### config.mk
export PLATFORM = sky130hd
export DESIGN_NAME = bfu_breaker_failure
export DESIGN_NICKNAME = d
export VERILOG_FILES = /design/src/bfu_pkg.sv /design/src/bfu_breaker_failure.sv
export SDC_FILE = /design/constraint.sdc
export NUM_CORES = 1
export LEC_CHECK = 0
export BUFFER_PORTS_ARGS = -buffer_cell sky130_fd_sc_hd__buf_2
export CORE_ASPECT_RATIO = 0.9
export CORE_MARGIN = 5
export CORE_UTILIZATION = 37
export CTS_CLUSTER_SIZE = 40
export DETAILED_ROUTE_END_ITERATION = 8
export PLACE_DENSITY = 0.56
export SLEW_MARGIN = 20
export SYNTH_ARGS = -nofsm -noshare
export SYNTH_HDL_FRONTEND = slang
export SYNTH_SLANG_ARGS = --single-unit
### constraint.sdc
create_clock -name CLK_I -period 6.3 [get_ports CLK_I]
set_input_delay 1.89 -clock CLK_I [delete_from_list [all_inputs] [get_ports CLK_I]]
set_output_delay 1.89 -clock CLK_I [all_outputs]
set_load 0.05 [all_outputs]
### src/bfu_pkg.sv
// package: breaker failure unit constants and types
package bfu_pkg;
  localparam int          PHASES     = 3;
  localparam int          CUR_W      = 16;
  localparam int          SETS       = 4;
  localparam int          XTRIG      = 3;
  localparam int          TMR_W      = 24;
  localparam int          CLK_HZ     = 40000000;
  localparam int          TICK_US    = 1000;
  localparam int          TICK_CYC   = (CLK_HZ / 1000000) * TICK_US;
  localparam int          TICK_W     = 16;
  // register byte addresses
  localparam logic [7:0]  A_CTRL     = 8'h00;
  localparam logic [7:0]  A_STAT     = 8'h04;
  localparam logic [7:0]  A_IRQ      = 8'h08;
  localparam logic [7:0]  A_MASK     = 8'h0C;
  localparam logic [7:0]  A_THR0     = 8'h10;
  localparam logic [7:0]  A_TIM0     = 8'h20;
  // control field positions
  localparam int          C_SCH      = 0;
  localparam int          C_TRG      = 2;
  localparam int          C_SIDE     = 4;
  localparam int          C_SET      = 5;
  localparam int          C_ACK      = 7;
  localparam logic [1:0]  SCH_CUR    = 2'h0;
  localparam logic [1:0]  SCH_POS    = 2'h1;
  localparam logic [1:0]  SCH_BOTH   = 2'h2;
  localparam logic [1:0]  TRG_ALL    = 2'h0;
  localparam logic [1:0]  TRG_EXT    = 2'h1;
  localparam logic [1:0]  TRG_CUR    = 2'h2;
  localparam logic [1:0]  TRG_NONE   = 2'h3;
  // interrupt bits
  localparam int          IRQ_W      = 3;
  localparam int          I_TRIP     = 0;
  localparam int          I_REJ      = 1;
  localparam int          I_START    = 2;
  localparam logic [CUR_W-1:0] THR_RST = 16'h0100;
  localparam logic [TMR_W-1:0] TIM_RST = 24'h000096;
  typedef enum logic [3:0] {
    ST_STANDBY = 4'h1,
    ST_RUN     = 4'h2,
    ST_REJECT  = 4'h4,
    ST_TRIP    = 4'h8
  } bfu_state_e;
endpackage

### src/bfu_breaker_failure.sv
// breaker failure supervision with wishbone register slave
`timescale 1ns/1ps
// Contract
// - scheme selects current, position or both
// - current scheme: fail if current stays high
// - position scheme: fail if not shown open
// - combined: fail needs current and closed
// - off frequency: current blocked, combined as position
// - timer keeps running after trigger drops
// - expiry without stop gives backup trip
// - opening per scheme stops the timer
// - opening with triggers active enters rejected
// - rejected returns standby when triggers drop
// - lockout latched with trip until acknowledge
// - three extra trigger inputs start supervision
// - trigger mode filters assigned trip commands
// - threshold and time from four sets
// - side select picks neutral or mains currents
module bfu_breaker_failure #(
  parameter int TICK_CYCLES = bfu_pkg::TICK_CYC
) (
  input  wire logic                                 CLK_I,
  input  wire logic                                 RESET_N_I,
  input  wire logic                                 CYC_I,
  input  wire logic                                 STB_I,
  input  wire logic                                 WE_I,
  input  wire logic [7:0]                           ADR_I,
  input  wire logic [3:0]                           SEL_I,
  input  wire logic [31:0]                          DAT_I,
  output logic      [31:0]                          DAT_O,
  output logic                                      ACK_O,
  input  wire logic [bfu_pkg::PHASES*bfu_pkg::CUR_W-1:0] NEUTRAL_CUR_I,
  input  wire logic [bfu_pkg::PHASES*bfu_pkg::CUR_W-1:0] MAINS_CUR_I,
  input  wire logic                                 POS_OPEN_I,
  input  wire logic                                 FREQ_DEV_I,
  input  wire logic                                 TRIP_EXT_I,
  input  wire logic                                 TRIP_CUR_I,
  input  wire logic                                 TRIP_OTHER_I,
  input  wire logic [bfu_pkg::XTRIG-1:0]            XTRIG_I,
  output logic                                      BACKUP_TRIP_O,
  output logic                                      LOCKOUT_O,
  output logic                                      REJECTED_O,
  output logic                                      IRQ_O
);
  import bfu_pkg::*;

  logic [7:0]       ctrl_q;
  logic [IRQ_W-1:0] irq_q;
  logic [IRQ_W-1:0] mask_q;
  logic [CUR_W-1:0] thr_q [SETS];
  logic [TMR_W-1:0] tim_q [SETS];
  logic [6:0]       pin_s1_q;
  logic [6:0]       pin_s2_q;
  logic [TICK_W-1:0] pre_q;
  logic [TMR_W-1:0] cnt_q;
  logic             lock_q;
  bfu_state_e       st_q;

  logic             bus_req;
  logic             wr;
  logic             wr_acc;
  logic             ack_set;
  logic [1:0]       scheme;
  logic [1:0]       tmode;
  logic [1:0]       pset;
  logic             pos_open;
  logic             freq_dev;
  logic             t_ext;
  logic             t_cur;
  logic             t_oth;
  logic [XTRIG-1:0] xtrig;
  logic             trig;
  logic             cur_low;
  logic             opened;
  logic             tick;
  logic             expire;
  logic [PHASES-1:0] ph_low;

  assign bus_req = CYC_I & STB_I & ~ACK_O;
  // writes land on the ack edge, while the master is known to still hold the request
  assign wr_acc  = CYC_I & STB_I & ACK_O & WE_I;
  assign wr      = wr_acc & SEL_I[0];
  assign ack_set = wr & (ADR_I == A_CTRL) & DAT_I[C_ACK];
  assign scheme  = ctrl_q[C_SCH+1:C_SCH];
  assign tmode   = ctrl_q[C_TRG+1:C_TRG];
  assign pset    = ctrl_q[C_SET+1:C_SET];

  // field pins are asynchronous: two stages before use
  always_ff @(posedge CLK_I or negedge RESET_N_I) begin
    if (!RESET_N_I) begin
      pin_s1_q <= 7'h00;
      pin_s2_q <= 7'h00;
    end else begin
      pin_s1_q <= {XTRIG_I, TRIP_OTHER_I, TRIP_CUR_I, TRIP_EXT_I, FREQ_DEV_I};
      pin_s2_q <= pin_s1_q;
    end
  end
  logic pos_s1_q;
  logic pos_s2_q;
  always_ff @(posedge CLK_I or negedge RESET_N_I) begin
    if (!RESET_N_I) begin
      pos_s1_q <= 1'b0;
      pos_s2_q <= 1'b0;
    end else begin
      pos_s1_q <= POS_OPEN_I;
      pos_s2_q <= pos_s1_q;
    end
  end
  assign pos_open = pos_s2_q;
  assign freq_dev = pin_s2_q[0];
  assign t_ext    = pin_s2_q[1];
  assign t_cur    = pin_s2_q[2];
  assign t_oth    = pin_s2_q[3];
  assign xtrig    = pin_s2_q[6:4];

  // trigger mode filter plus the always-live extra inputs
  always_comb begin
    case (tmode)
      TRG_ALL:  trig = t_ext | t_cur | t_oth;
      TRG_EXT:  trig = t_ext;
      TRG_CUR:  trig = t_cur;
      default:  trig = 1'b0;
    endcase
    trig = trig | (|xtrig);
  end

  // current samples are taken as already synchronous to the clock
  generate
    for (genvar p = 0; p < PHASES; p++) begin : g_ph
      logic [CUR_W-1:0] mag;
      assign mag = ctrl_q[C_SIDE] ? MAINS_CUR_I[p*CUR_W +: CUR_W]
                                  : NEUTRAL_CUR_I[p*CUR_W +: CUR_W];
      assign ph_low[p] = mag < thr_q[pset];
    end
  endgenerate
  assign cur_low = &ph_low;

  // off-nominal frequency makes current evidence untrustworthy
  always_comb begin
    case (scheme)
      SCH_CUR:  opened = freq_dev ? 1'b0 : cur_low;
      SCH_POS:  opened = pos_open;
      SCH_BOTH: opened = freq_dev ? pos_open : (cur_low | pos_open);
      default:  opened = pos_open;
    endcase
  end

  assign tick   = (pre_q == TICK_W'(TICK_CYCLES - 1));
  assign expire = tick & (cnt_q >= tim_q[pset]);

  always_ff @(posedge CLK_I or negedge RESET_N_I) begin
    if (!RESET_N_I)
      pre_q <= '0;
    else if (st_q != ST_RUN || tick)
      pre_q <= '0;
    else
      pre_q <= pre_q + 1'b1;
  end

  always_ff @(posedge CLK_I or negedge RESET_N_I) begin
    if (!RESET_N_I)
      cnt_q <= '0;
    else if (st_q != ST_RUN)
      cnt_q <= '0;
    else if (tick)
      cnt_q <= cnt_q + 1'b1;
  end

  always_ff @(posedge CLK_I or negedge RESET_N_I) begin
    if (!RESET_N_I) begin
      st_q <= ST_STANDBY;
    end else begin
      case (st_q)
        ST_STANDBY: if (trig) st_q <= ST_RUN;
        ST_RUN: begin
          if (opened)
            st_q <= trig ? ST_REJECT : ST_STANDBY;
          else if (expire)
            st_q <= ST_TRIP;
        end
        ST_REJECT: if (!trig) st_q <= ST_STANDBY;
        ST_TRIP:   if (!trig && !lock_q) st_q <= ST_STANDBY;
        default:   st_q <= ST_STANDBY;
      endcase
    end
  end

  // lockout outlives trigger; only software acknowledge clears it
  always_ff @(posedge CLK_I or negedge RESET_N_I) begin
    if (!RESET_N_I)
      lock_q <= 1'b0;
    else if (st_q == ST_RUN && !opened && expire)
      lock_q <= 1'b1;
    else if (ack_set)
      lock_q <= 1'b0;
  end

  always_ff @(posedge CLK_I or negedge RESET_N_I) begin
    if (!RESET_N_I) begin
      BACKUP_TRIP_O <= 1'b0;
      LOCKOUT_O     <= 1'b0;
      REJECTED_O    <= 1'b0;
      IRQ_O         <= 1'b0;
    end else begin
      BACKUP_TRIP_O <= (st_q == ST_TRIP);
      LOCKOUT_O     <= lock_q;
      REJECTED_O    <= (st_q == ST_REJECT);
      IRQ_O         <= |(irq_q & mask_q);
    end
  end

  // sticky events; a new event wins over a write-one clear
  logic [IRQ_W-1:0] ev;
  assign ev[I_TRIP]  = (st_q == ST_RUN) & ~opened & expire;
  assign ev[I_REJ]   = (st_q == ST_RUN) & opened & trig;
  assign ev[I_START] = (st_q == ST_STANDBY) & trig;
  always_ff @(posedge CLK_I or negedge RESET_N_I) begin
    if (!RESET_N_I)
      irq_q <= '0;
    else if (wr && ADR_I == A_IRQ)
      irq_q <= (irq_q & ~DAT_I[IRQ_W-1:0]) | ev;
    else
      irq_q <= irq_q | ev;
  end

  // software owns scheme, trigger mode, side, set and limits
  always_ff @(posedge CLK_I or negedge RESET_N_I) begin
    if (!RESET_N_I) begin
      ctrl_q <= 8'h00;
      mask_q <= '0;
      for (int s = 0; s < SETS; s++) begin
        thr_q[s] <= THR_RST;
        tim_q[s] <= TIM_RST;
      end
    end else if (wr_acc) begin
      if (ADR_I == A_CTRL && SEL_I[0])
        ctrl_q <= {1'b0, DAT_I[6:0]};
      if (ADR_I == A_MASK && SEL_I[0])
        mask_q <= DAT_I[IRQ_W-1:0];
      for (int s = 0; s < SETS; s++) begin
        if (ADR_I == A_THR0 + 8'(4 * s) && SEL_I[1:0] == 2'h3)
          thr_q[s] <= DAT_I[CUR_W-1:0];
        if (ADR_I == A_TIM0 + 8'(4 * s) && SEL_I[2:0] == 3'h7)
          tim_q[s] <= DAT_I[TMR_W-1:0];
      end
    end
  end

  // one wait state answer; unmapped reads return zero
  always_ff @(posedge CLK_I or negedge RESET_N_I) begin
    if (!RESET_N_I) begin
      ACK_O <= 1'b0;
      DAT_O <= '0;
    end else begin
      ACK_O <= bus_req;
      DAT_O <= '0;
      if (bus_req && !WE_I) begin
        if (ADR_I == A_CTRL)
          DAT_O <= {24'h0, lock_q, ctrl_q[6:0]};
        else if (ADR_I == A_STAT)
          DAT_O <= {24'h0, cur_low, pos_open, freq_dev, trig, st_q};
        else if (ADR_I == A_IRQ)
          DAT_O <= {29'h0, irq_q};
        else if (ADR_I == A_MASK)
          DAT_O <= {29'h0, mask_q};
        for (int s = 0; s < SETS; s++) begin
          if (ADR_I == A_THR0 + 8'(4 * s))
            DAT_O <= {16'h0, thr_q[s]};
          if (ADR_I == A_TIM0 + 8'(4 * s))
            DAT_O <= {8'h0, tim_q[s]};
        end
      end
    end
  end

  chk_trip_after_expire: assert property (@(posedge CLK_I) disable iff (!RESET_N_I)
    ev[I_TRIP] |=> ##1 BACKUP_TRIP_O && LOCKOUT_O)
    else $error("no backup trip after expiry");
  chk_lock_holds: assert property (@(posedge CLK_I) disable iff (!RESET_N_I)
    lock_q && !ack_set |=> lock_q)
    else $error("lockout dropped without acknowledge");
  chk_reject_exit: assert property (@(posedge CLK_I) disable iff (!RESET_N_I)
    st_q == ST_REJECT && !trig |=> st_q == ST_STANDBY)
    else $error("rejected did not return to standby");
  chk_reject_entry: assert property (@(posedge CLK_I) disable iff (!RESET_N_I)
    st_q == ST_RUN && opened && trig |=> st_q == ST_REJECT)
    else $error("opening with trigger not rejected");
  chk_run_holds: assert property (@(posedge CLK_I) disable iff (!RESET_N_I)
    st_q == ST_RUN && !opened && !expire && !trig |=> st_q == ST_RUN)
    else $error("timer stopped on trigger drop");
  chk_stop_open: assert property (@(posedge CLK_I) disable iff (!RESET_N_I)
    st_q == ST_RUN && opened |=> st_q != ST_RUN && st_q != ST_TRIP)
    else $error("timer not stopped on opening");
  chk_freq_block: assert property (@(posedge CLK_I) disable iff (!RESET_N_I)
    freq_dev && scheme == SCH_CUR |-> !opened)
    else $error("current scheme not blocked off frequency");
  chk_no_restart: assert property (@(posedge CLK_I) disable iff (!RESET_N_I)
    st_q == ST_REJECT |=> st_q != ST_RUN)
    else $error("restart from rejected state");
  chk_ack_single: assert property (@(posedge CLK_I) disable iff (!RESET_N_I)
    ACK_O |=> !ACK_O)
    else $error("acknowledge longer than one cycle");
  chk_start_run: assert property (@(posedge CLK_I) disable iff (!RESET_N_I)
    st_q == ST_STANDBY && trig |=> st_q == ST_RUN)
    else $error("trigger in standby did not start supervision");
  chk_cur_open: assert property (@(posedge CLK_I) disable iff (!RESET_N_I)
    scheme == SCH_CUR && !freq_dev && cur_low |-> opened)
    else $error("low current not seen as opening");
  chk_pos_open: assert property (@(posedge CLK_I) disable iff (!RESET_N_I)
    scheme == SCH_POS |-> opened == pos_open)
    else $error("position scheme ignores indicators");
  chk_both_closed: assert property (@(posedge CLK_I) disable iff (!RESET_N_I)
    scheme == SCH_BOTH && !cur_low && !pos_open |-> !opened)
    else $error("combined scheme opened with both closed");
  chk_both_open: assert property (@(posedge CLK_I) disable iff (!RESET_N_I)
    scheme == SCH_BOTH && !freq_dev && (cur_low || pos_open) |-> opened)
    else $error("combined scheme missed an opening");
  chk_freq_pos: assert property (@(posedge CLK_I) disable iff (!RESET_N_I)
    freq_dev && scheme == SCH_BOTH |-> opened == pos_open)
    else $error("combined scheme not position only off frequency");
  chk_expire_trip: assert property (@(posedge CLK_I) disable iff (!RESET_N_I)
    st_q == ST_RUN && !opened && expire |=> st_q == ST_TRIP)
    else $error("expiry did not enter trip");
  chk_trip_held: assert property (@(posedge CLK_I) disable iff (!RESET_N_I)
    st_q == ST_TRIP && (trig || lock_q) |=> st_q == ST_TRIP)
    else $error("trip state left too early");
  chk_lock_ack: assert property (@(posedge CLK_I) disable iff (!RESET_N_I)
    lock_q && ack_set && !ev[I_TRIP] |=> !lock_q)
    else $error("acknowledge did not clear lockout");
  chk_irq_set: assert property (@(posedge CLK_I) disable iff (!RESET_N_I)
    ev[I_TRIP] |=> irq_q[I_TRIP])
    else $error("trip event not recorded");
  chk_irq_level: assert property (@(posedge CLK_I) disable iff (!RESET_N_I)
    |(irq_q & mask_q) |=> IRQ_O)
    else $error("interrupt output missing");
  chk_reject_out: assert property (@(posedge CLK_I) disable iff (!RESET_N_I)
    st_q == ST_REJECT |=> REJECTED_O)
    else $error("rejected output missing");
  chk_cnt_idle: assert property (@(posedge CLK_I) disable iff (!RESET_N_I)
    st_q != ST_RUN |=> cnt_q == '0)
    else $error("timer not cleared outside supervision");
endmodule

* After elaboration in Yosys (flattened, before gate mapping)
Index checks and enable logic that the tools add are counted.
Word-level totals: logic and storage cells 161, flip-flop bits (word level) 271, output and inout bits 37, input bits 153
Operators by class: reduce and logical (&&, ||, !) cells 39, magnitude comparators 5, eq/ne operators 26, muxes and demuxes 39, $add $sub $neg 2, bitwise logic cells 25
Operator list (count):
- 32-bit 2-to-1 mux | 9
- 16-bit 2-to-1 mux | 6
- 24-bit 2-to-1 mux | 4
- 24-bit binary-select mux with 2-bit select | 1
- 16-bit less-than comparator | 3
- 16-bit binary-select mux with 2-bit select | 1
- 8-bit by 5-bit == test with 1-bit output (second input constant) | 4
- 8-bit by 6-bit == test with 1-bit output (second input constant) | 4
- 24-bit by 1-bit adder with 24-bit output (second input constant) | 1
- 24-bit greater-or-equal comparator | 1
- 4-bit 2-to-1 mux | 5
- 2-bit AND reduction | 10
- 16-bit by 1-bit adder with 16-bit output (second input constant) | 1
- 16-bit == test (second input constant) | 1
- 8-bit by 4-bit == test with 1-bit output (second input constant) | 2
- 8-bit 2-to-1 mux | 2
- 4-bit one-hot mux with 4 select lines | 1
- 1-bit logical AND | 15
- 1-bit bitwise AND | 13
- 3-bit 2-to-1 mux | 4
- 8-bit by 3-bit == test with 1-bit output (second input constant) | 1
- 8-bit logical NOT | 1
- 3-bit bitwise AND | 2
- 2-bit == test (second input constant) | 3
- other kinds (25) | 41

* Logic depth before layout (Yosys ltp)
Gate-level depths: netlist of run 1.
depth after elaboration 17, depth in mapped cells 12, depth with buffers taken out 10

* Least setup slack after synthesis of run 1
OpenSTA, ideal clock, no wires.
kind in2reg, start point input port MAINS_CUR_I[22] (netlist name), end point register st_q[0], library setup time 0.105 ns, stages on the path 9, setup slack 2.361 ns, arrival 3.834 ns, path buffers 0, path through mux2_2 -> ha_1 -> a21o_1 -> a221o_1 -> a22oi_1 -> o31ai_1 -> nor3_1 -> nor3_1 -> o41ai_1
Between the ends: longest elaborated chain between the ends 8, elaborated cells between the ends (all ways) 11
Ends and longest elaborated chain:
- start, declared | line bfu_breaker_failure.sv:33 | input wire logic [bfu_pkg::PHASES*bfu_pkg::CUR_W-1:0] MAINS_CUR_I,
- 16-bit 2-to-1 mux (*) | line bfu_breaker_failure.sv:131 | assign mag = ctrl_q[C_SIDE] ? MAINS_CUR_I[p*CUR_W +: CUR_W]
- 16-bit less-than comparator (*) | line bfu_breaker_failure.sv:133 | assign ph_low[p] = mag < thr_q[pset];
- 3-bit AND reduction (*) | line bfu_breaker_failure.sv:136 | assign cur_low = &ph_low;
- 1-bit bitwise OR | line bfu_breaker_failure.sv:143 | SCH_BOTH: opened = freq_dev ? pos_open : (cur_low | pos_open);
- 1-bit 2-to-1 mux | line bfu_breaker_failure.sv:143
- 1-bit one-hot mux with 2 select lines (*) | line bfu_breaker_failure.sv:140 | case (scheme)
- 3-bit != test (no source line) / 4-bit 2-to-1 mux (equally long branches)
- 4-bit AND reduction (no source line) / 4-bit one-hot mux with 4 select lines (equally long branches)
- end signal, assigned | line bfu_breaker_failure.sv:177 | st_q <= trig ? ST_REJECT : ST_STANDBY;
- end, declared | line bfu_breaker_failure.sv:57 | bfu_state_e st_q;
Mark *: on every way between the ends. The rest lies on a longest branch, timed or not. A chain may end at the register's enable or synchronous reset.

* Worst setup path in the final report of run 1
start point input port MAINS_CUR_I[31] (netlist name), end point register lock_q
Between the ends: longest elaborated chain between the ends 10, elaborated cells between the ends (all ways) 12
Ends and longest elaborated chain:
- 16-bit 2-to-1 mux (*) | line bfu_breaker_failure.sv:131
- 16-bit less-than comparator (*) | line bfu_breaker_failure.sv:133
- 3-bit AND reduction (*) | line bfu_breaker_failure.sv:136
- 1-bit bitwise OR | line bfu_breaker_failure.sv:143
- 1-bit 2-to-1 mux | line bfu_breaker_failure.sv:143
- 1-bit one-hot mux with 2 select lines (*) | line bfu_breaker_failure.sv:140
- 1-bit logical NOT (*) | line bfu_breaker_failure.sv:192 | else if (st_q == ST_RUN && !opened && expire)
- 1-bit logical AND (*) (2 in a row) | line bfu_breaker_failure.sv:192
- 1-bit 2-to-1 mux / 2-bit nonzero test (equally long branches)
- end signal, assigned | line bfu_breaker_failure.sv:191 | lock_q <= 1'b0;
- end signal, assigned | line bfu_breaker_failure.sv:193 | lock_q <= 1'b1;
- end signal, assigned | line bfu_breaker_failure.sv:195 | lock_q <= 1'b0;
- end, declared | line bfu_breaker_failure.sv:56 | logic lock_q;
Marks and branches as above.

==> flow_metrics.tcl, run 1 <==
set metrics [dict create \
    combined_global_route_utilization_of_all_metal_layers 0.189 \
    largest_net_degree_at_the_start_of_global_routing 117 \
    syn-cell-area_um2 14400 \
    detailroute.via_count 10679 \
    hold-worst-slack_ns 0.346 \
    total_leakage_power_uw 0.00764 \
    routed_wirelength_mm 41.8 \
    timing.critical_path.arrival_ns 5.05 \
    period_share 0.723 \
    timing.fmax_mhz 220 \
    area_delta_synth_final_pct 17.6 \
    synth_enable_flop_cells 0 \
    final.setup.tns_ns 0 \
    asyncSetResetFlopFracSynth 1.00 \
    ys_types 69 \
    globalplace.congestion 0.881 \
    synth-main-ff-cell "sky130_fd_sc_hd__dfrtp_1" \
    yosysWarningCount 0 \
    wl_per_cell_um 21.7 \
    dpl.hpwl_mm 29.2 \
    pin_count 190 \
    share_of_the_synthesized_area_in_the_top_cell_type 0.419 \
    dieArea_um2 43100 \
    chipWidth_um 218 \
    drc 0 \
    r2r.worst_path.cells 11 \
    final_hold_viol_count 0 \
    power.switching_fraction 0.235 \
    rsz0062_at_grt "no" \
    globalRouteOverflowTotal 0 \
    clkPwrFrac 0.489 \
    cts_post_setup_buffers_inserted 0 \
    comb_power_share 0.073 \
    critical_path.endpoint_type "register" \
    synth_most_common_cell "sky130_fd_sc_hd__dfrtp_1" \
    clkSinkCount 263 \
    hold_path_depth 0 \
    worst_slew_margin_rel 0.282 \
    num-nets-final 1596 \
    grt_first_pass_wirelength_mm 64.2 \
    buffers_added_on_ports 172 \
    cts_hold_buffers 0 \
    power-per-cell-area_nw_per_um2 233 \
    clkTransAtPathRegs_ns 0.06 \
    placeableCoreArea_um2 38500 \
    finalSetupViolations 0 \
    root_buffer "sky130_fd_sc_hd__clkbuf_16" \
    timing.final.crit_period_ns 4.55 \
    fin_ws_ns 1.75 \
    power.ir.vdd_worst_mv 0.189 \
    cts_resized 0 \
    critical_path_required_ns 6.79 \
    critPathLaunchType "input port" \
    intPower_uw 3030 \
    cts_tree "yes" \
    worstPathMaxFanout 3 \
    seq_power_share 0.438 \
    net-switching-power_uw 931 \
    h_tree_level_count 1 \
    max_cap_viol_count 0 \
    via_count_of_the_first_global_routing_pass 10918 \
    start_util 0.375 \
    dieHeight_um 197 \
    viasPerCell 5.56 \
    placed_cell_area_um2 15900 \
    final_worst_clock_skew_ns 0.0160 \
    drc_violation_total_after_the_first_tritonroute_iteration 795 \
    criticalPathCategory "input port to register" \
    hold_class "register to register" \
    clk_path_buf_depth 3 \
    placementRows 68 \
    clock_latency_ns 0.57 \
    cells_after_synth 1208 \
    synth_sequential_area_ratio 0.458 \
    numCtsBuffers 29 \
    number_of_register_bits_inferred_by_synthesis 263 \
    final_max_slew_viol_count 0 \
    post_synth_main_area_contributors "sky130_fd_sc_hd__dfrtp_1 42%, sky130_fd_sc_hd__mux2_2 17%, sky130_fd_sc_hd__mux4_2 6.6%" \
    number_of_iterations_in_the_first_detailed_routing_pass 5 \
    dpl_worst_slack_ns 1.23 \
    timing_worst_slew_pin_value_ns 1.07 \
    synth_top_cell_by_area "sky130_fd_sc_hd__dfrtp_1" \
    drive_above_1_share 0.392 \
    final_cell_area_um2 17000 \
    grt_antenna_before_repair 6 \
    run_status "complete, no violations" \
    totalPowerFinal_uw 3960 \
    post_synth_most_frequent_cells "242 x sky130_fd_sc_hd__dfrtp_1, 217 x sky130_fd_sc_hd__mux2_2, 80 x sky130_fd_sc_hd__nor2_1" \
    route.antenna.remaining_nets 0 \
    mean_instance_size_in_the_synthesized_netlist_um2 12.0 \
]
[metrics by stage]
step                utilization  instances
floorplan                     -       1215
global placement          0.413       1866
detailed placement        0.413       1866
CTS                       0.441       1920
global route              0.441       1922
finish                    0.441       1922
[path summary, 6_finish.rpt]
kind,startpoint,slack (ns),end
worst max-delay path,MAINS_CUR_I[31],1.75,lock_q
max in group asynchronous,RESET_N_I,3.80,ACK_O
worst min-delay path,pos_s1_q,0.35,pos_open
worst min register to register,pos_s1_q,0.35,pos_open
min in group asynchronous,RESET_N_I,1.33,thr_q[29]
worst max register to register,ctrl_q[5],1.82,lock_q
[logic make-up after synthesis]
family / synth area share
AND/OR/NAND/NOR: 0.0913
multiplexers: 0.240
XOR/XNOR: 0.0194
flip-flops: 0.458
adder cells (fa/ha/maj): 0.0615
buffers and inverters: 0.0367
other: 0.000260
AO/OA/AOI/OAI: 0.0935
[cells in the final DEF (no fill, tap or decap), types with 13 or more instances in the layout]
master,n
sky130_fd_sc_hd__mux2_2,217
sky130_fd_sc_hd__nor2_1,76
sky130_fd_sc_hd__dfstp_2,21
sky130_fd_sc_hd__o22ai_1,15
sky130_fd_sc_hd__nand3_1,28
sky130_fd_sc_hd__ha_1,71
sky130_fd_sc_hd__a222oi_1,13
sky130_fd_sc_hd__nand2_1,52
sky130_fd_sc_hd__xnor2_1,15
sky130_fd_sc_hd__a221oi_1,19
sky130_fd_sc_hd__a21oi_1,57
sky130_fd_sc_hd__mux4_2,42
sky130_fd_sc_hd__o21ai_0,37
sky130_fd_sc_hd__buf_4,18
sky130_fd_sc_hd__buf_2,171
sky130_fd_sc_hd__nand4_1,17
sky130_fd_sc_hd__and3_1,13
sky130_fd_sc_hd__nor3_1,20
sky130_fd_sc_hd__clkbuf_16,29
sky130_fd_sc_hd__dfrtp_1,239
sky130_fd_sc_hd__inv_1,54
sky130_fd_sc_hd__xor2_1,17
[layout make-up]
cell class              instances  area (um^2)
diodes                          2         5.00
fillers                      3663        21500
clock inverters                14          262
inverters                      54          203
repair buffers                192         1050
well taps                     525          657
multi-input cells             832         7360
flip-flops and latches        263         6610
clock buffers                  40          837
[worst max-delay path: stages]
cell and delay, ns:
sky130_fd_sc_hd__buf_2 0.10, sky130_fd_sc_hd__mux2_2 0.28, sky130_fd_sc_hd__ha_1 0.30, sky130_fd_sc_hd__nand2_1 0.11, sky130_fd_sc_hd__nor4_1 0.74, sky130_fd_sc_hd__o21ai_0 0.20
sky130_fd_sc_hd__o31ai_1 0.38, sky130_fd_sc_hd__nor3_1 0.23, sky130_fd_sc_hd__nor4b_1 0.64, sky130_fd_sc_hd__nand2b_1 0.18
[power groups by stage]
stage | Clock (uW) | Sequential (uW) | Combinational, uW
floorplan | 0 | 1760 | 158
finish | 1940 | 1730 | 291
detailed placement | 0 | 1760 | 292
global route | 2050 | 1740 | 326
CTS | 1980 | 1730 | 293
global placement | 0 | 1760 | 285
[sequential cells by signal, summed over array words and instances (netlist names)]
name           cells
ACK_O              1
BACKUP_TRIP_O      1
DAT_O             24
IRQ_O              1
LOCKOUT_O          1
REJECTED_O         1
cnt_q             24
ctrl_q             7
irq_q              3
lock_q             1
mask_q             3
pin_s1_q           7
pin_s2_q           7
pos_open           1
pos_s1_q           1
pre_q             16
st_q               4
thr_q             64
tim_q             96
[layer usage]
metal	wire length, um	global-route usage	up-vias
met5	46	0	-
met4	919	0.0423	6
met3	2590	0.0366	73
met2	19100	0.296	307
met1	19200	0.275	5445
li1	-	-	4848
(Power assumes the default switching activity.)
==> run 2: changes to the inputs <==
--- a/config.mk
+++ b/config.mk
@@ -11,7 +11,7 @@
 export CORE_UTILIZATION = 37
 export CTS_CLUSTER_SIZE = 40
 export DETAILED_ROUTE_END_ITERATION = 8
-export PLACE_DENSITY = 0.56
+export PLACE_DENSITY = 0.58
 export SLEW_MARGIN = 20
 export SYNTH_ARGS = -nofsm -noshare
 export SYNTH_HDL_FRONTEND = slang
==> constraint.sdc (replaced) <==
create_clock -name CLK_I -period 4.05 [get_ports CLK_I]
set_input_delay 1.215 -clock CLK_I [delete_from_list [all_inputs] [get_ports CLK_I]]
set_output_delay 1.215 -clock CLK_I [all_outputs]
set_load 0.05 [all_outputs]
==> flow_metrics.tcl, run 2 (synthesized netlist as in run 1, its figures left out) <==
set metrics [dict create \
    run_status "complete, no violations" \
    layout_common_cells "239 x sky130_fd_sc_hd__dfrtp_1, 217 x sky130_fd_sc_hd__mux2_2, 171 x sky130_fd_sc_hd__buf_2" \
    power-per-cell-area_nw_per_um2 341 \
    dpl.cell_count 1906 \
    stdcell_count 1960 \
    timing.critical_path.arrival_ns 4.15 \
    dieHeight_um 197 \
    critical_path_required_ns 4.54 \
    grt_first_pass_wirelength_mm 64.9 \
    cts_resized 0 \
    final_max_slew_viol_count 0 \
    timing.final.crit_period_ns 3.66 \
    min_to "pin_s2_q[2]" \
    dpl.hpwl_mm 30.1 \
    area_delta_synth_final_pct 19.0 \
    hold_class "register to register" \
    globalRouteOverflowTotal 0 \
    antennaDiodeCount 0 \
    worstPathMaxFanout 12 \
    largest_net_degree_at_the_start_of_global_routing 92 \
    placeableCoreArea_um2 38500 \
    number_of_iterations_in_the_first_detailed_routing_pass 6 \
    placementRows 68 \
    start_util 0.375 \
    combined_global_route_utilization_of_all_metal_layers 0.192 \
    max_cap_viol_count 0 \
    critical_path.endpoint_type "register" \
    drc_violation_total_after_the_first_tritonroute_iteration 1065 \
    crit-reg2reg-capture "lock_q" \
    rsz0062_at_grt "no" \
    hold_path.startpoint "pin_s1_q[2]" \
    fin_ws_ns 0.390 \
    timing_worst_slew_pin_value_ns 0.855 \
    regMostFlops "tim_q" \
    r2r.worst_path.cells 11 \
    num-nets-final 1636 \
    viasPerCell 5.59 \
    hold-worst-slack_ns 0.353 \
    clkSinkCount 263 \
    period_share 0.904 \
    final_hold_viol_count 0 \
    drive_above_1_share 0.406 \
    power.ir.vdd_worst_mv 0.264 \
    dpl_worst_slack_ns -0.106 \
    largest_registers "tim_q x96, thr_q x64" \
    largest_register_ff_count 96 \
    critPathLaunchType "register" \
    drc 0 \
    final_cell_area_um2 17200 \
    globalplace.congestion 0.893 \
    timing.fmax_mhz 273 \
    clk_path_buf_depth 3 \
    root_buffer "sky130_fd_sc_hd__clkbuf_16" \
    worst_slew_margin_rel 0.430 \
    clock_latency_ns 0.57 \
    grt_antenna_before_repair 4 \
    layout.filler_cells 3621 \
    cts_post_setup_buffers_inserted 0 \
    timing.rr.start "ctrl_q[5]" \
    cts_tree "yes" \
    route.antenna.remaining_nets 0 \
    finalSetupViolations 0 \
    total_leakage_power_uw 0.00778 \
    cts_hold_buffers 0 \
    wl_per_cell_um 21.7 \
    chipWidth_um 218 \
    dieArea_um2 43100 \
    routed_wirelength_mm 42.4 \
    h_tree_level_count 1 \
    criticalPathCategory "register to register" \
    clkTransAtPathRegs_ns 0.06 \
    final_common_cell "sky130_fd_sc_hd__dfrtp_1" \
    pin_count 190 \
    cp_slowest_cell "sky130_fd_sc_hd__dfrtp_4" \
    timing.critical_path.cells "buf_4 > mux4_2 > inv_1 > ha_1 > nand4_1 > nor3_1 > o21ai_0 > o2111ai_1 > nor3_2 > nor4b_1 > nand2b_1" \
    final_worst_clock_skew_ns 0.0225 \
    buffers_added_on_ports 172 \
    critPathMaxStageDelay_ns 0.59 \
    numCtsBuffers 29 \
    hold_path_depth 0 \
    placed_cell_area_um2 16200 \
    detailroute.via_count 10955 \
    timing.reg2reg.setup_slack_ns 0.39 \
    via_count_of_the_first_global_routing_pass 11081 \
]
run 2: changes by cell type in the layout (fill, tap and decap cells not counted), sizes merged:
cell and change:
bufinv -5, clkbuf +7, buf +40, clkinv -1, inv -1, diode -2
run 2: area by class of cell:
type / instances / area [um^2] / area share
Multi-Input combinational cell: 832 / 7340 / 0.428
Sequential cell: 263 / 6610 / 0.385
Timing Repair Buffer: 232 / 1380 / 0.0806
Clock buffer: 47 / 883 / 0.0514
Tap cell: 525 / 657 / 0.0382
Inverter: 54 / 203 / 0.0118
Clock inverter: 7 / 91.3 / 0.00532
run 2: worst max-delay path by stage:
stage / slack (ns) / depth (start not counted) / end / start
CTS: 0.09 / 12 / st_q[3] / ctrl_q[5]
finish: 0.39 / 11 / lock_q / ctrl_q[5]
detailed placement: -0.11 / 11 / st_q[3] / MAINS_CUR_I[15]
global route: 0.1 / 12 / irq_q[0] / ctrl_q[5]
global placement: -0.06 / 11 / st_q[3] / MAINS_CUR_I[15]
floorplan: 0.65 / 12 / st_q[0] / ctrl_q[5]
run 2: metal layers:
metal / wire, um / GRT usage
met5: 59 / 0
met4: 902 / 0.0474
met3: 3670 / 0.0539
met2: 18900 / 0.286
met1: 18900 / 0.277
run 2: through the flow:
step / setup TNS [ns] / power [uW] / utilization
final: 0 / 5860 / 0.447
after global routing: 0 / 6080 / 0.447
after CTS: 0 / 5920 / 0.446
after detailed placement: -0.245 / 3210 / 0.421
after global placement: -0.0984 / 3200 / 0.421
after floorplan: 0 / 2980 / -
run 2: report_power, final:
part	switching (uW)	internal [uW]	leakage (uW)	total (uW)
logic	295	170	0.00377	465
registers	32.5	2670	0.00354	2700
clock network	1080	1610	0.000477	2690
total	1410	4450	0.00778	5860
run 2: critical path: cells and delay by family, from the launching register on:
kind / cells / cell delay [ns]
buffers and inverters: 2 / 0.39
flip-flops: 1 / 0.59
AO/OA/AOI/OAI: 2 / 0.50
adder cells (fa/ha/maj): 1 / 0.17
AND/OR/NAND/NOR: 5 / 1.39
multiplexers: 1 / 0.57
==> run 3: changes to the inputs <==
--- a/config.mk
+++ b/config.mk
@@ -6,12 +6,14 @@
 export NUM_CORES = 1
 export LEC_CHECK = 0
 export BUFFER_PORTS_ARGS = -buffer_cell sky130_fd_sc_hd__buf_2
+export CELL_PAD_IN_SITES_DETAIL_PLACEMENT = 2
+export CELL_PAD_IN_SITES_GLOBAL_PLACEMENT = 2
 export CORE_ASPECT_RATIO = 0.9
 export CORE_MARGIN = 5
-export CORE_UTILIZATION = 37
+export CORE_UTILIZATION = 36
 export CTS_CLUSTER_SIZE = 40
 export DETAILED_ROUTE_END_ITERATION = 8
-export PLACE_DENSITY = 0.58
+export PLACE_DENSITY = 0.79
 export SLEW_MARGIN = 20
 export SYNTH_ARGS = -nofsm -noshare
 export SYNTH_HDL_FRONTEND = slang
==> flow_metrics.tcl, run 3 (synthesized netlist as in run 1, its figures left out) <==
set metrics [dict create \
    clk_path_buf_depth 3 \
    r2r.worst_path.cells 13 \
    buffers_added_on_ports 172 \
    final_hold_viol_count 0 \
    largest_register_ff_count 96 \
    routed_wirelength_mm 54.1 \
    globalRouteOverflowTotal 0 \
    final_cell_area_um2 17300 \
    detailroute.via_count 11457 \
    drc 0 \
    intPower_uw 4310 \
    layout.filler_cells 4076 \
    largest_net_degree_at_the_start_of_global_routing 80 \
    h_tree_level_count 1 \
    root_buffer "sky130_fd_sc_hd__clkbuf_16" \
    chipWidth_um 221 \
    timing.critical_path.arrival_ns 4.34 \
    cp_slowest_cell "sky130_fd_sc_hd__dfrtp_2" \
    criticalPathCategory "register to register" \
    dieHeight_um 200 \
    final_max_slew_viol_count 0 \
    max_cap_viol_count 0 \
    cpMostUsedCell "sky130_fd_sc_hd__buf_4" \
    cts_hold_buffers 0 \
    total_leakage_power_uw 0.00783 \
    wl_per_cell_um 27.3 \
    clock_latency_ns 0.58 \
    timing_worst_slew_pin_value_ns 0.802 \
    power.switching_fraction 0.257 \
    clkTransAtPathRegs_ns 0.06 \
    cts_tree "yes" \
    hold_path_depth 0 \
    regMostFlops "tim_q" \
    net-switching-power_uw 1490 \
    globalplace.congestion 0.869 \
    numCtsBuffers 30 \
    critical_path_required_ns 4.48 \
    critPathLaunchType "register" \
    final_worst_clock_skew_ns 0.0257 \
    num-nets-final 1649 \
    largest_registers "tim_q x96, thr_q x64" \
    number_of_iterations_in_the_first_detailed_routing_pass 5 \
    postLayoutCoreUtil 0.436 \
    run_status "complete, no violations" \
    seq_power_share 0.466 \
    route.antenna.remaining_nets 0 \
    final_common_cell "sky130_fd_sc_hd__dfrtp_1" \
    comb_power_share 0.087 \
    critical_path.endpoint_type "register" \
    drc_violation_total_after_the_first_tritonroute_iteration 919 \
    area_delta_synth_final_pct 19.5 \
    timing.fmax_mhz 256 \
    clkSinkCount 263 \
    multi_input_comb_area_um2 7360 \
    power-per-cell-area_nw_per_um2 336 \
    stdcell_count 1983 \
    placed_cell_area_um2 16300 \
    worst_slew_margin_rel 0.461 \
    period_share 0.965 \
    dieArea_um2 44200 \
    placementRows 69 \
    worstPathMaxFanout 8 \
    via_count_of_the_first_global_routing_pass 13243 \
    finalSetupViolations 0 \
    seqCellArea_um2 6610 \
    power.ir.vdd_worst_mv 0.312 \
    critPathMaxStageDelay_ns 0.53 \
    grt_first_pass_wirelength_mm 82.1 \
    hold_class "register to register" \
    dpl.hpwl_mm 38.0 \
    grt_antenna_before_repair 4 \
    drive_above_1_share 0.409 \
    timing.critical_path.cells "buf_4 > mux4_2 > inv_1 > buf_4 > ha_1 > nand2_1 > o21ai_0 > nor4_2 > o2111ai_1 > nor3_2 > nor3_1 > buf_4 > o41ai_1" \
    viasPerCell 5.78 \
    clkPwrFrac 0.447 \
    dpl.cell_count 1922 \
    start_util 0.365 \
    placeableCoreArea_um2 39500 \
    pin_count 190 \
    layout_common_cells "239 x sky130_fd_sc_hd__dfrtp_1, 217 x sky130_fd_sc_hd__mux2_2, 171 x sky130_fd_sc_hd__buf_2" \
    timing.final.crit_period_ns 3.91 \
    combined_global_route_utilization_of_all_metal_layers 0.239 \
]
## run 3: area by class of cell
type / count / share of cell area
flip-flops and latches: 263 / 0.383
clock buffers: 49 / 0.0506
diodes: 2 / 0.000290
well taps: 532 / 0.0386
repair buffers: 244 / 0.0869
inverters: 54 / 0.0117
clock inverters: 7 / 0.00203
multi-input cells: 832 / 0.426
## run 3: metrics by stage
step | hold slack, ns | total power [uW] | setup TNS (ns) | setup WS (ns)
2_1_floorplan | 0.331 | 2980 | 0 | 0.647
3_3_place_gp | 0.334 | 3220 | -0.0535 | -0.0535
3_5_place_dp | 0.341 | 3250 | -0.665 | -0.414
4_1_cts | 0.351 | 5850 | 0 | 0.00799
5_1_grt | 0.361 | 6040 | -0.0140 | -0.0140
6_report | 0.348 | 5800 | 0 | 0.144
## run 3: worst paths after layout
check                      startpoint         to  slack, ns
setup / recovery            ctrl_q[5]    st_q[0]       0.14
hold reg to reg              pos_s1_q   pos_open       0.35
setup reg to reg            ctrl_q[5]    st_q[0]       0.14
max in group asynchronous   RESET_N_I  ctrl_q[4]       2.42
hold / removal               pos_s1_q   pos_open       0.35
min in group asynchronous   RESET_N_I  DAT_O[17]       0.64
## run 3: timing repair
action | in CTS | in global routing
resized for setup | 1 | 3
setup endpoints to repair | 1 | 1
buffers inserted | 0 | 3
pin swaps | 0 | 1
hold endpoints to repair | 0 | 0
## run 3: power by group through the flow
stage | sequential, uW | combinational, uW | clock [uW]
floorplan | 2740 | 246 | 0
global placement | 2740 | 475 | 0
detailed placement | 2750 | 503 | 0
CTS | 2700 | 509 | 2650
global route | 2700 | 555 | 2780
finish | 2700 | 507 | 2590
## run 3: worst max-delay path, delay by kind of cell (launching register included)
family	cells	cell delay [ns]
AO/OA/AOI/OAI	3	0.78
flip-flops	1	0.53
adder cells (fa/ha/maj)	1	0.24
buffers and inverters	4	0.75
multiplexers	1	0.52
AND/OR/NAND/NOR	4	0.96
## run 3: layer usage
layer	GRT usage	part of all wire	up-vias
met4	0.0795	0.034	4
li1	-	-	4928
met3	0.0414	0.048	104
met5	0	0.00050	-
met1	0.298	0.41	6081
met2	0.425	0.51	340
